--- src/aic_pkg.sv ---
/*
  Constants for the add-on interrupt control/status block: register
  offsets, field positions and reset values.
  Assumes byte offsets on the add-on register port, 32-bit words.
*/
package aic_pkg;

  // Register offsets on the add-on register port
  localparam logic [5:0] AIC_OFS_IRQ_CTRL_STATUS = 6'h38;
  localparam logic [5:0] AIC_OFS_GENERAL_CTRL    = 6'h3c;

  // Field positions in addon_irq_ctrl_status
  localparam int AIC_B_SUMMARY   = 23;
  localparam int AIC_B_ABORT     = 21;
  localparam int AIC_B_SELFTEST  = 20;
  localparam int AIC_B_RD_DONE   = 19;
  localparam int AIC_B_WR_DONE   = 18;
  localparam int AIC_B_OBOX      = 17;
  localparam int AIC_B_IBOX      = 16;
  localparam int AIC_B_EN_RD     = 15;
  localparam int AIC_B_EN_WR     = 14;
  localparam int AIC_B_EN_OBOX   = 12;
  localparam int AIC_B_OBOX_SEL  = 10;
  localparam int AIC_B_OBYTE_SEL = 8;
  localparam int AIC_B_EN_IBOX   = 4;
  localparam int AIC_B_IBOX_SEL  = 2;
  localparam int AIC_B_IBYTE_SEL = 0;

  // Sticky flags occupy bits 21:16, index 0 is bit 16
  localparam int AIC_FLAG_LSB = 16;
  localparam int AIC_FLAG_W   = 6;

  // Writable control bits of bits 15:0
  localparam logic [15:0] AIC_CTRL_MASK = 16'hdf1f;

  // Self-test completion code field in the general control register
  localparam int AIC_B_BIST_CODE = 0;
  localparam int AIC_BIST_CODE_W = 4;

  // Reset values
  localparam logic [15:0] AIC_RST_CTRL  = 16'h0000;
  localparam logic [5:0]  AIC_RST_FLAGS = 6'h00;
  localparam logic [15:0] AIC_RST_FULL  = 16'h0000;

endpackage : aic_pkg

--- src/aic_ctrl.sv ---
/*
  Add-on interrupt control/status register with mailbox full flags and
  the self-test completion code hand-off.
  Assumes every input is synchronous to clk_i and every event input is
  a one-cycle pulse; the transfer-count zero inputs are levels.
*/
// Operation
// RULE_01: Bit 23 reads as the OR of all pending condition flags; the code ORs only enabled flags, with abort and self-test always enabled.
// RULE_02: Master or target abort on own PCI cycle sets bit 21.
// RULE_03: Writing one clears a sticky flag; writing zero leaves it.
// RULE_04: PCI self-test start sets bit 20 until software clears it.
// RULE_05: Writing general control register passes self-test code to PCI.
// RULE_06: Master read count reaching zero sets bit 19.
// RULE_07: Master write count reaching zero sets bit 18.
// RULE_08: PCI read of selected outgoing mailbox byte sets bit 17.
// RULE_09: PCI write of selected incoming mailbox byte sets bit 16.
// RULE_10: Bit 15 enables interrupt from read count zero.
// RULE_11: Bit 14 enables interrupt from write count zero.
// RULE_12: Bit 12 enables interrupt from outgoing mailbox read.
// RULE_13: Bits 11:10 pick outgoing mailbox one to four.
// RULE_14: Bits 9:8 pick byte of outgoing mailbox.
// RULE_15: Bit 4 enables interrupt from incoming mailbox write.
// RULE_16: Bits 3:2 pick incoming mailbox one to four.
// RULE_17: Bits 1:0 pick byte of incoming mailbox.
// RULE_18: Mailbox byte full flag set by writer, cleared by reader.
// RULE_19: Reserved bits read zero and ignore writes.
// RULE_20: Interrupt output follows the summary flag.
`timescale 1ns/1ps
`default_nettype none

module aic_ctrl
  import aic_pkg::*;
(
  input  wire logic                                clk_i,
  input  wire logic                                rst_b_i,
  // Add-on register port
  input  wire logic                                reg_sel_i,
  input  wire logic [5:0]                          reg_adr_i,
  input  wire logic                                reg_wr_i,
  input  wire logic                                reg_rd_i,
  input  wire logic [3:0]                          reg_be_i,
  input  wire logic [31:0]                         reg_wdata_i,
  output logic      [31:0]                         reg_rdata_o,
  output logic                                     reg_rvalid_o,
  // PCI side mailbox events
  input  wire logic                                pci_ibox_wr_i,
  input  wire logic [1:0]                          pci_ibox_sel_i,
  input  wire logic [3:0]                          pci_ibox_be_i,
  input  wire logic                                pci_obox_rd_i,
  input  wire logic [1:0]                          pci_obox_sel_i,
  input  wire logic [3:0]                          pci_obox_be_i,
  // Add-on side mailbox events
  input  wire logic                                addon_ibox_rd_i,
  input  wire logic [1:0]                          addon_ibox_sel_i,
  input  wire logic [3:0]                          addon_ibox_be_i,
  input  wire logic                                addon_obox_wr_i,
  input  wire logic [1:0]                          addon_obox_sel_i,
  input  wire logic [3:0]                          addon_obox_be_i,
  // Other sources
  input  wire logic                                selftest_start_i,
  input  wire logic                                mrd_count_zero_i,
  input  wire logic                                mwr_count_zero_i,
  input  wire logic                                master_abort_i,
  input  wire logic                                target_abort_i,
  // Results
  output logic      [31:0]                         mbox_status_o,
  output logic      [aic_pkg::AIC_BIST_CODE_W-1:0] selftest_code_o,
  output logic                                     selftest_code_wr_o,
  output logic                                     addon_irq_o
);
  import aic_pkg::*;

  typedef struct packed {
    logic [15:0]                ctrl;
    logic [AIC_FLAG_W-1:0]      flags;
    logic [15:0]                in_full;
    logic [15:0]                out_full;
    logic                       rd_zero;
    logic                       wr_zero;
    logic [31:0]                rdata;
    logic                       rvalid;
    logic [AIC_BIST_CODE_W-1:0] code;
    logic                       code_wr;
  } aic_state_t;

  aic_state_t s_q;
  aic_state_t s_d;

  // Byte-enable mask spread over the 16 mailbox bytes
  function automatic logic [15:0] aic_byte_mask(
    input logic [1:0] box,
    input logic [3:0] be
  );
    logic [15:0] m;
    m = 16'h0000;
    m[{box, 2'b00} +: 4] = be;
    return m;
  endfunction : aic_byte_mask

  // One-hot position of a mailbox/byte selection
  function automatic logic [15:0] aic_pick(
    input logic [1:0] box,
    input logic [1:0] byte_sel
  );
    logic [15:0] m;
    m = 16'h0000;
    m[{box, byte_sel}] = 1'b1;
    return m;
  endfunction : aic_pick

  // Access strobe aimed at one register offset
  function automatic logic aic_hit(
    input logic       sel,
    input logic       strobe,
    input logic [5:0] adr,
    input logic [5:0] ofs
  );
    logic hit;
    hit = sel && strobe && (adr == ofs);
    return hit;
  endfunction : aic_hit

  // Level to event; only the 0 to 1 step counts as reaching zero
  function automatic logic aic_rise(
    input logic level,
    input logic last
  );
    logic edge_seen;
    edge_seen = level && !last;
    return edge_seen;
  endfunction : aic_rise

  // Mask of one side's access, or nothing while that side is idle
  function automatic logic [15:0] aic_access(
    input logic       strobe,
    input logic [1:0] box,
    input logic [3:0] be
  );
    logic [15:0] m;
    m = 16'h0000;
    if (strobe)
    begin
      m = aic_byte_mask(box, be);
    end
    return m;
  endfunction : aic_access

  // Set after clear, so a store in the emptying cycle is kept
  function automatic logic [15:0] aic_fill(
    input logic [15:0] full,
    input logic [15:0] clr,
    input logic [15:0] set
  );
    logic [15:0] nxt;
    nxt = (full & ~clr) | set;
    return nxt;
  endfunction : aic_fill

  // Control lanes 0 and 1; reserved positions never stored
  function automatic logic [15:0] aic_lanes(
    input logic [3:0] be
  );
    logic [15:0] m;
    m = {{8{be[1]}}, {8{be[0]}}} & AIC_CTRL_MASK;
    return m;
  endfunction : aic_lanes

  // Write-one-to-clear; only byte lane 2 carries the flags
  function automatic logic [AIC_FLAG_W-1:0] aic_w1c(
    input logic        wr,
    input logic        lane,
    input logic [31:0] data
  );
    logic [AIC_FLAG_W-1:0] c;
    c = '0;
    if (wr && lane)
    begin
      c = data[AIC_FLAG_LSB +: AIC_FLAG_W];
    end
    return c;
  endfunction : aic_w1c

  // Read data by offset; unmapped offsets read as zero
  function automatic logic [31:0] aic_rmux(
    input logic [5:0]  adr,
    input logic [31:0] word_in
  );
    logic [31:0] d;
    d = 32'h0000_0000;
    if (adr == AIC_OFS_IRQ_CTRL_STATUS)
    begin
      d = word_in;
    end
    return d;
  endfunction : aic_rmux

  // Interrupt-worthy flags; self-test and abort have no enable bit
  function automatic logic [AIC_FLAG_W-1:0] aic_gate(
    input logic [AIC_FLAG_W-1:0] flags,
    input logic [15:0]           ctrl
  );
    logic [AIC_FLAG_W-1:0] g;
    g    = flags;
    g[3] = flags[3] & ctrl[AIC_B_EN_RD]; // [RULE_10]
    g[2] = flags[2] & ctrl[AIC_B_EN_WR]; // [RULE_11]
    g[1] = flags[1] & ctrl[AIC_B_EN_OBOX]; // [RULE_12]
    g[0] = flags[0] & ctrl[AIC_B_EN_IBOX]; // [RULE_15]
    return g;
  endfunction : aic_gate

  // Register image; reserved 31:24, 22, 13 and 7:5 come out as zero
  function automatic logic [31:0] aic_word(
    input logic                  sum_in,
    input logic [AIC_FLAG_W-1:0] flags,
    input logic [15:0]           ctrl
  );
    logic [31:0] w;
    w = {8'h00, sum_in, 1'b0, flags, ctrl & AIC_CTRL_MASK}; // [RULE_19]
    return w;
  endfunction : aic_word

  logic        wr_irq;
  logic        wr_gen;
  logic        rd_hit;
  logic [5:0]  flag_clr;
  logic [5:0]  flag_set;
  logic [15:0] ctrl_wmask;
  logic [15:0] in_pick;
  logic [15:0] out_pick;
  logic [15:0] in_set;
  logic [15:0] out_set;
  logic [5:0]  enabled;
  logic        summary;
  logic [31:0] irq_word;
  logic        code_take;
  logic        ev_ibox;
  logic        ev_obox;
  logic        ev_wr_zero;
  logic        ev_rd_zero;
  logic        ev_test;
  logic        ev_abort;

  always_comb
  begin
    s_d     = s_q;
    wr_irq  = aic_hit(reg_sel_i, reg_wr_i, reg_adr_i,
                      AIC_OFS_IRQ_CTRL_STATUS);
    wr_gen  = aic_hit(reg_sel_i, reg_wr_i, reg_adr_i,
                      AIC_OFS_GENERAL_CTRL);
    rd_hit  = reg_sel_i && reg_rd_i;

    // Selected trigger bytes
    in_pick  = aic_pick(s_q.ctrl[AIC_B_IBOX_SEL +: 2],
                        s_q.ctrl[AIC_B_IBYTE_SEL +: 2]); // [RULE_16] [RULE_17]
    out_pick = aic_pick(s_q.ctrl[AIC_B_OBOX_SEL +: 2],
                        s_q.ctrl[AIC_B_OBYTE_SEL +: 2]); // [RULE_13] [RULE_14]

    in_set  = aic_access(pci_ibox_wr_i, pci_ibox_sel_i, pci_ibox_be_i);
    out_set = aic_access(pci_obox_rd_i, pci_obox_sel_i, pci_obox_be_i);

    // Event sources
    ev_ibox    = |(in_set & in_pick); // [RULE_09]
    ev_obox    = |(out_set & out_pick); // [RULE_08]
    ev_wr_zero = aic_rise(mwr_count_zero_i, s_q.wr_zero); // [RULE_07]
    ev_rd_zero = aic_rise(mrd_count_zero_i, s_q.rd_zero); // [RULE_06]
    ev_test    = selftest_start_i; // [RULE_04]
    ev_abort   = master_abort_i || target_abort_i; // [RULE_02]
    // Index 0 is bit 16
    flag_set   = {ev_abort,
                  ev_test,
                  ev_rd_zero,
                  ev_wr_zero,
                  ev_obox,
                  ev_ibox};
    s_d.rd_zero = mrd_count_zero_i;
    s_d.wr_zero = mwr_count_zero_i;

    // Write-one-to-clear on byte lane 2 only
    flag_clr = aic_w1c(wr_irq, reg_be_i[2], reg_wdata_i);
    // A new event in the clearing cycle survives
    s_d.flags = (s_q.flags & ~flag_clr) | flag_set; // [RULE_03]

    // Control bits, reserved positions never stored
    ctrl_wmask = aic_lanes(reg_be_i);
    if (wr_irq)
    begin
      s_d.ctrl = (s_q.ctrl & ~ctrl_wmask)
                 | (reg_wdata_i[15:0] & ctrl_wmask); // [RULE_19]
    end

    // Mailbox full flags; the writer's set wins over the reader's clear
    s_d.in_full  = aic_fill(s_q.in_full,
                            aic_access(addon_ibox_rd_i, addon_ibox_sel_i,
                                       addon_ibox_be_i),
                            in_set); // [RULE_18]
    s_d.out_full = aic_fill(s_q.out_full, out_set,
                            aic_access(addon_obox_wr_i, addon_obox_sel_i,
                                       addon_obox_be_i)); // [RULE_18]

    // Self-test completion code toward the PCI self-test register
    code_take   = wr_gen && reg_be_i[0];
    s_d.code_wr = code_take; // [RULE_05]
    if (code_take)
    begin
      s_d.code = reg_wdata_i[AIC_B_BIST_CODE +: AIC_BIST_CODE_W]; // [RULE_05]
    end

    // Read data holds until the next read
    s_d.rvalid = rd_hit;
    if (rd_hit)
    begin
      s_d.rdata = aic_rmux(reg_adr_i, irq_word);
    end
  end

  assign enabled = aic_gate(s_q.flags, s_q.ctrl);

  // Disabled flags stay visible but never raise the summary
  assign summary = |enabled; // [RULE_01]

  assign irq_word = aic_word(summary, s_q.flags, s_q.ctrl);

  always_ff @(posedge clk_i)
  begin
    if (!rst_b_i)
    begin
      s_q          <= '0;
      s_q.ctrl     <= AIC_RST_CTRL;
      s_q.flags    <= AIC_RST_FLAGS;
      s_q.in_full  <= AIC_RST_FULL;
      s_q.out_full <= AIC_RST_FULL;
    end
    else
    begin
      s_q <= s_d;
    end
  end

  assign reg_rdata_o        = s_q.rdata;
  assign reg_rvalid_o       = s_q.rvalid;
  assign mbox_status_o      = {s_q.out_full, s_q.in_full};
  assign selftest_code_o    = s_q.code;
  assign selftest_code_wr_o = s_q.code_wr;
  assign addon_irq_o        = summary; // [RULE_20]

endmodule : aic_ctrl

`default_nettype wire

--- config.mk ---
export PLATFORM = sky130hd
export DESIGN_NAME = aic_ctrl
export DESIGN_NICKNAME = d
export VERILOG_FILES = /design/src/aic_pkg.sv /design/src/aic_ctrl.sv
export SDC_FILE = /design/constraint.sdc
export NUM_CORES = 1
export LEC_CHECK = 0
export ABC_AREA = 1
export ABC_CLOCK_PERIOD_IN_PS = 3100
export BUFFER_PORTS_ARGS = -buffer_cell sky130_fd_sc_hd__clkbuf_2
export CORE_MARGIN = 1.5
export CORE_UTILIZATION = 55
export DETAILED_ROUTE_END_ITERATION = 8
export GPL_ROUTABILITY_DRIVEN = 0
export PLACE_DENSITY = 0.88
export SETUP_SLACK_MARGIN = 0.2
export SYNTH_ARGS = -nofsm -noshare
export SYNTH_HDL_FRONTEND = slang
export SYNTH_SLANG_ARGS = --single-unit
export TNS_END_PERCENT = 10
--- constraint.sdc ---
create_clock -name clk_i -period 3.1 [get_ports clk_i]
set_input_delay 0.775 -clock clk_i [delete_from_list [all_inputs] [get_ports clk_i]]
set_output_delay 0.775 -clock clk_i [all_outputs]
set_load 0.03 [all_outputs]
==> results.txt, run 1 <==
* Outcome: finished, final reports clean
- The floorplan step set the die height to 93.3 um.
- For the worst-skew pair, the clock arrives at the later sink with an insertion delay of 350 ps.
- Fraction of final layout cells sized beyond drive strength 1: 20.1%
- The number of endpoints with negative hold slack in the final report is 0.
- Netlist area before placement: 4480 um2
- Measured along the x axis, the die boundary spans 93.3 um.
* Largest net degree at the start of global routing: 42
- Critical path's slowest cell: sky130_fd_sc_hd__dfxtp_1
- In this run, post-CTS hold repair placed 0 buffers.
- Global routing used 24.2% of the available tracks across all layers.
* Critical path endpoint category: primary output
- Required time worst endpoint: 2320 ps
- Register bit count reported by yosys: 77
* Setup Total Neg Slack: 0 ps
- Post-CTS Setup Repair Bufs: 0
- The path class of the tightest hold or removal check is reg2reg.
* Grt total ovfl: 0
- Synthesis instantiated 26 different standard cells from the library.
- Maximum level of the CTS H-tree: 3
- The wire-length estimate of the detail-placed layout is 8.18 mm.
* Setup repair after global routing missed its margin: no
- The analysis attributes to net switching a power of 557 uW.
- Across the whole layout, storage elements account for 1540 um2.
- The worst path needs 2100 ps of the cycle, external delays included.
* Count of filler cells inserted in the layout: 708
* Number of maximum-capacitance violations: 0
- Total internal power: 1470 uW
* Clk Tree Root Cell: sky130_fd_sc_hd__clkbuf_8
- The clock drives 77 sinks.
- CTS max path bufs: 2
* Clock tree from TritonCTS: yes
- Clock-pin slew was measured on the worst setup and hold paths at 90 ps.
- Number of standard cells after synthesis: 670
- Dividing total power by cell area gives a power density of 412 nW/um2.
* Die area: 8700 um2
* Share of total power in sequential cells: 49.8%
- Multi-input combinational cell area: 2150 um2
* Post-route DRC: 0
- Relative slew margins: 53.4%
- The number of clock buffers added by TritonCTS is 9.
* Switching share of power: 27.5%
* Max-slew violation count: 0
- Final period util: 67.7%
- First-pass GRT wire length: 17.0 mm
- Slowest cell delay on critical path: 350 ps
- For this configuration, the core starts out at a cell density of 57.4%.
- Combinational cell fraction of total power: 11.1%
- Number of antenna-violating nets in the routed design: 0
- Synthesized area divided by synthesized cell count: 6.69 um2
- The initial antenna violation count was 0.
- Detailed routing inserted a total of 4333 vias.
- Routed wire length: 10.5 mm
* Iteration-0 DRC Markers: 193
- In this run the tool buffered the top-level ports with 122 buffer cells.
- STA classifies the critical path startpoint as a flip-flop.
- After clock tree synthesis, the repair step resized 0 gates.
- Proportion of synthesized chip area in sequential cells: 34.4%
- Mean number of vias per cell: 5.14
- Setup violations remaining at the end of the flow were counted as 0.
- Initial DRT Pass Iterations: 5
- In the final design database the tool counted 836 nets.
- Worst-case clock skew: 9.50 ps
* Worst setup slack before clock tree synthesis: 712 ps
- Total leakage power: 0.00234 uW
* IO Pins: 151
- The via count of the first global-routing pass is 3983.
- Max Clk Rate: 0.477 GHz
* Transition time at the pin with the least slew margin: 696 ps
- During synthesis, Yosys emitted a total of 0 warnings.
- Total inserted antenna cells: 0
* Critical Path, Cell by Cell: a211oi_1 -> nand4_1 -> clkbuf_2
- Core area: 7810 um2
* Critical path class: reg2out
- Critical Path Fanout Max: 3
- Layout-stage area growth over the synthesis result: 9.51%
- VDD sags by at most 0.226 mV.
- Post-route setup slack: 1000 ps
* Wire length per cell: 12.5 um
- Data arrival at the endpoint of the critical path: 1320 ps
* Total number of placement rows: 32
* Proportion of power drawn by the clock network: 39.1%
stage by stage:
step	util (%)	total power, uW	hold WS (ps)	cell area, um2	std cells
2_1_floorplan	-	1180	399	4530	682
3_3_place_gp	60.2	1240	401	4700	827
3_5_place_dp	60.2	1250	409	4700	827
4_1_cts	62.9	2030	421	4910	843
5_1_grt	62.9	2100	450	4910	843
6_report	62.9	2020	420	4910	843
power by group through the flow:
stage	clock network, uW	logic (uW)	registers (uW)
finish	792	225	1010
global route	841	250	1010
CTS	802	222	1010
detailed placement	0	221	1030
global placement	0	214	1030
floorplan	0	154	1030
layout by cell type, fill, tap and decap left out, types with 2 or more instances in the layout:
cell	count
sky130_fd_sc_hd__clkinvlp_4	3
sky130_fd_sc_hd__inv_1	68
sky130_fd_sc_hd__nand3_1	37
sky130_fd_sc_hd__inv_2	3
sky130_fd_sc_hd__o21ai_0	35
sky130_fd_sc_hd__nand4_1	12
sky130_fd_sc_hd__nor4_1	2
sky130_fd_sc_hd__clkbuf_2	122
sky130_fd_sc_hd__nor2_4	2
sky130_fd_sc_hd__dfxtp_1	77
sky130_fd_sc_hd__nand2_2	3
sky130_fd_sc_hd__ha_1	20
sky130_fd_sc_hd__o21ai_1	3
sky130_fd_sc_hd__clkbuf_8	10
sky130_fd_sc_hd__conb_1	13
sky130_fd_sc_hd__inv_6	2
sky130_fd_sc_hd__nand2_1	168
sky130_fd_sc_hd__a21oi_1	63
sky130_fd_sc_hd__nor3_1	12
sky130_fd_sc_hd__nor2_1	79
final cells by class:
type                    instances  area share, %
repair buffers                123           12.6
well taps                     102           2.60
multi-input cells             454           43.8
inverters                      71           5.43
flip-flops and latches         77           31.4
clock buffers                  10           2.80
clock inverters                 6           1.43
cell usage after synthesis (all sizes together):
cell,instances,area [um2]
o21ai,38,190
nand3,37,185
conb,1,3.75
dfxtp,77,1540
nor3,13,76.3
ha,20,250
a211oi,1,7.51
nor4,2,12.5
inv,71,267
clkbuf,8,30.0
nand2,171,649
buf,72,542
nor2,82,325
nor3b,1,7.51
and3,1,6.26
a21oi,63,315
nand4,12,75.1
worst max-delay path: cells and delay by family (launching register included):
kind	cells	cell delay, ps
AOI/OAI and AO/OA	1	250
buffers and inverters	1	220
DFF	1	350
and+or+nand+nor	1	160
layer usage:
metal	vias to the layer above	GRT usage, %	part of all wire, %
li1	2188	-	-
met1	1969	29.0	42
met2	151	42.6	51
met3	25	3.66	5.2
met4	0	10.6	2.1
met5	-	0	0
logic make-up (layout without fill, tap and decap cells):
| kind of cell | after synthesis | count (layout) | share of synthesized area, % |
|---|---|---|---|
| and+or+nand+nor | 319 | 319 | 29.8 |
| other | 1 | 13 | 0.0836 |
| AOI/OAI and AO/OA | 102 | 102 | 11.4 |
| buffers and inverters | 151 | 210 | 18.7 |
| DFF | 77 | 77 | 34.4 |
| adders and majority gates | 20 | 20 | 5.58 |
final timing paths:
check / slack, ps / endpoint / depth (start not counted) / startpoint
worst max-delay path: 1000 / addon_irq_o / 3 / irq_word[19]
worst min-delay path: 420 / irq_word[18] / 1 / s_q[38]
worst max register to register: 1830 / irq_word[17] / 9 / flip-flop
worst min register to register: 420 / irq_word[18] / 1 / s_q[38]
Note: power is estimated with default switching activity, not from simulation.
==> run 2, diff against run 1 <==
--- a/config.mk
+++ b/config.mk
@@ -6,13 +6,13 @@
 export NUM_CORES = 1
 export LEC_CHECK = 0
 export ABC_AREA = 1
-export ABC_CLOCK_PERIOD_IN_PS = 3100
+export ABC_CLOCK_PERIOD_IN_PS = 2100
 export BUFFER_PORTS_ARGS = -buffer_cell sky130_fd_sc_hd__clkbuf_2
 export CORE_MARGIN = 1.5
-export CORE_UTILIZATION = 55
+export CORE_UTILIZATION = 51
 export DETAILED_ROUTE_END_ITERATION = 8
 export GPL_ROUTABILITY_DRIVEN = 0
-export PLACE_DENSITY = 0.88
+export PLACE_DENSITY = 0.83
 export SETUP_SLACK_MARGIN = 0.2
 export SYNTH_ARGS = -nofsm -noshare
 export SYNTH_HDL_FRONTEND = slang
==> constraint.sdc (replaced) <==
create_clock -name clk_i -period 2.1 [get_ports clk_i]
set_input_delay 0.525 -clock clk_i [delete_from_list [all_inputs] [get_ports clk_i]]
set_output_delay 0.525 -clock clk_i [all_outputs]
set_load 0.03 [all_outputs]
==> run 2 against run 1 <==
- clock-buffer cell count shrank 1
- die area up 7.6%
- core utilization down 4.7 points
- combinational power rose by 53%
- critical path type unchanged
- largest cell class unchanged
- highest routed layer unchanged
==> results.txt, run 2 (synthesized netlist as in run 1, its figures left out) <==
- Outcome: finished, final reports clean
* Required time worst endpoint: 1570 ps
* Hold path depth: 3
* Final period util: 86.7%
* Transition time at the pin with the least slew margin: 491 ps
- The library cell used most frequently in the layout, excluding fill and tap cells, is sky130_fd_sc_hd__nand2_1.
- The via count of the first global-routing pass was 4149.
- Clock tree from TritonCTS: yes
- The worst path in the final design needs a cycle of 1820 ps, including I/O delays and setup.
* DP Wirelength: 8.57 mm
* GRT Total Usage: 23.1%
* IO Pins: 151
- Grt total ovfl: 0
- The area growth from synthesis to layout is 12.1%.
* Mean number of vias per cell: 5.12
* Maximum level of the CTS H-tree: 3
- Cell area power density: 632 nW/um2
- Final setup violation count: 0
* Via Count: 4388
- Total inserted antenna cells: 0
- Of the cells placed in the final design, the portion with a size suffix greater than 1 is 21.0%.
* Number of maximum-capacitance violations: 0
- Sink Count: 77
- Final Net Count: 845
- Total leakage power: 0.00241 uW
- Relative slew margins: 67.0%
- The detail route stage leaves a number of antenna-violating nets equal to 0.
* Clk Tree Root Cell: sky130_fd_sc_hd__clkbuf_8
* Setup Total Neg Slack: 0 ps
- Across the VDD grid, the largest voltage drop is 0.294 mV.
* Total number of placement rows: 34
* Multi-input combinational cell area: 2150 um2
- After detailed routing, the number of remaining DRC violations is 0.
- The first global-routing pass estimated 18.0 mm of wire.
- Routed wire length: 10.9 mm
- Wire length per cell: 12.8 um
* Clock insertion delay at the later pin of the skew report: 360 ps
- Total CTS buffers: 9
- Counting the fill cells in the layout gives 813.
- Setup repair after global routing missed its margin: no
- After clock tree synthesis, the clock-pin slew on the worst setup and hold paths is 80 ps.
- The setup path with the least slack is of type reg2out.
* Die height: 96.8 um
* Starting Density: 51.9%
- Final Hold Violating Endpoints: 0
- Critical Path Fanout Max: 3
- Horizontal die dimension: 96.8 um
- # port buffers: 122
- The worst register-to-register path has a depth of 9.
* Critical path endpoint category: primary output
* Critical Path Start Type: flip-flop
- Initial DRT Pass Iterations: 4
* Max-slew violation count: 0
- Core area: 8640 um2
- The clock passes through at most 2 buffers.
- Initial antenna violation count: 0
* Worst min-delay path category: in2reg
- Worst-case clock skew: 6.90 ps
- Die area: 9360 um2
- Data arrival at the endpoint of the critical path: 1300 ps
- The sequential cells in the finished layout cover a total of 1540 um2.
- Entering global routing, the biggest net connects 34 pins.
* Leading cell types in the layout, fill and taps excluded: sky130_fd_sc_hd__nand2_1 (168), sky130_fd_sc_hd__clkbuf_2 (121), sky130_fd_sc_hd__nor2_1 (79)
* Worst hold margin: 365 ps
- Derived from the worst setup path, the maximum achievable clock frequency is 0.549 GHz.
- In this run, the number of DRC markers left after iteration 0 of detailed routing was 174.
## run 2: layout make-up
type,instances,area share (%)
multi-input combinational,454,42.8
clock inverter,6,2.24
clock buffer,9,2.46
timing repair buffer,132,13.9
sequential,77,30.7
inverter,71,5.30
tap,108,2.69
## run 2: timing repair
| action | CTS | global route |
|---|---|---|
| gates resized for setup | 0 | 1 |
| endpoints found under the setup margin | 0 | 1 |
| setup buffers | 0 | 0 |
| hold buffers | 0 | 0 |
## run 2: worst max-delay path, cell delays in order, from the launching register on
cell                       delay, ps
sky130_fd_sc_hd__dfxtp_1         330
sky130_fd_sc_hd__a211oi_1        270
sky130_fd_sc_hd__nand4_1         130
sky130_fd_sc_hd__buf_2           210
## run 2: per-stage QoR
| stage | cells | cell area (um2) | power (uW) | worst slack [ps] | util [%] |
|---|---|---|---|---|---|
| 5_1_grt | 857 | 5030 | 3290 | 200 | 58.2 |
| 4_1_cts | 857 | 5030 | 3180 | 261 | 58.2 |
| 3_3_place_gp | 842 | 4790 | 1850 | 150 | 55.5 |
| 3_5_place_dp | 842 | 4790 | 1860 | 54.0 | 55.5 |
| 2_1_floorplan | 682 | 4530 | 1750 | 445 | - |
| 6_report | 857 | 5030 | 3180 | 278 | 58.2 |
## run 2: report_power, final
part	leakage (uW)	total (uW)	internal (uW)	switching [uW]
Combinational	0.00167	344	109	235
Sequential	0.000623	1490	1480	11.5
Clock	0.000119	1350	785	561
## run 2: per-layer routing
| metal | GRT usage, % | vias up | routed length, um |
|---|---|---|---|
| li1 | - | 2200 | - |
| met1 | 26.4 | 1995 | 4450 |
| met2 | 40.8 | 155 | 5530 |
| met3 | 4.05 | 38 | 546 |
| met4 | 12.3 | 0 | 404 |
| met5 | 0 | - | 0 |
## run 2: worst paths after layout
kind / start / end / slack, ps
worst max-delay path: irq_word[19] / addon_irq_o / 280
worst min-delay path: mwr_count_zero_i / s_q[38] / 370
worst max register to register: flip-flop / irq_word[16] / 870
worst min register to register: s_q[39] / irq_word[19] / 430
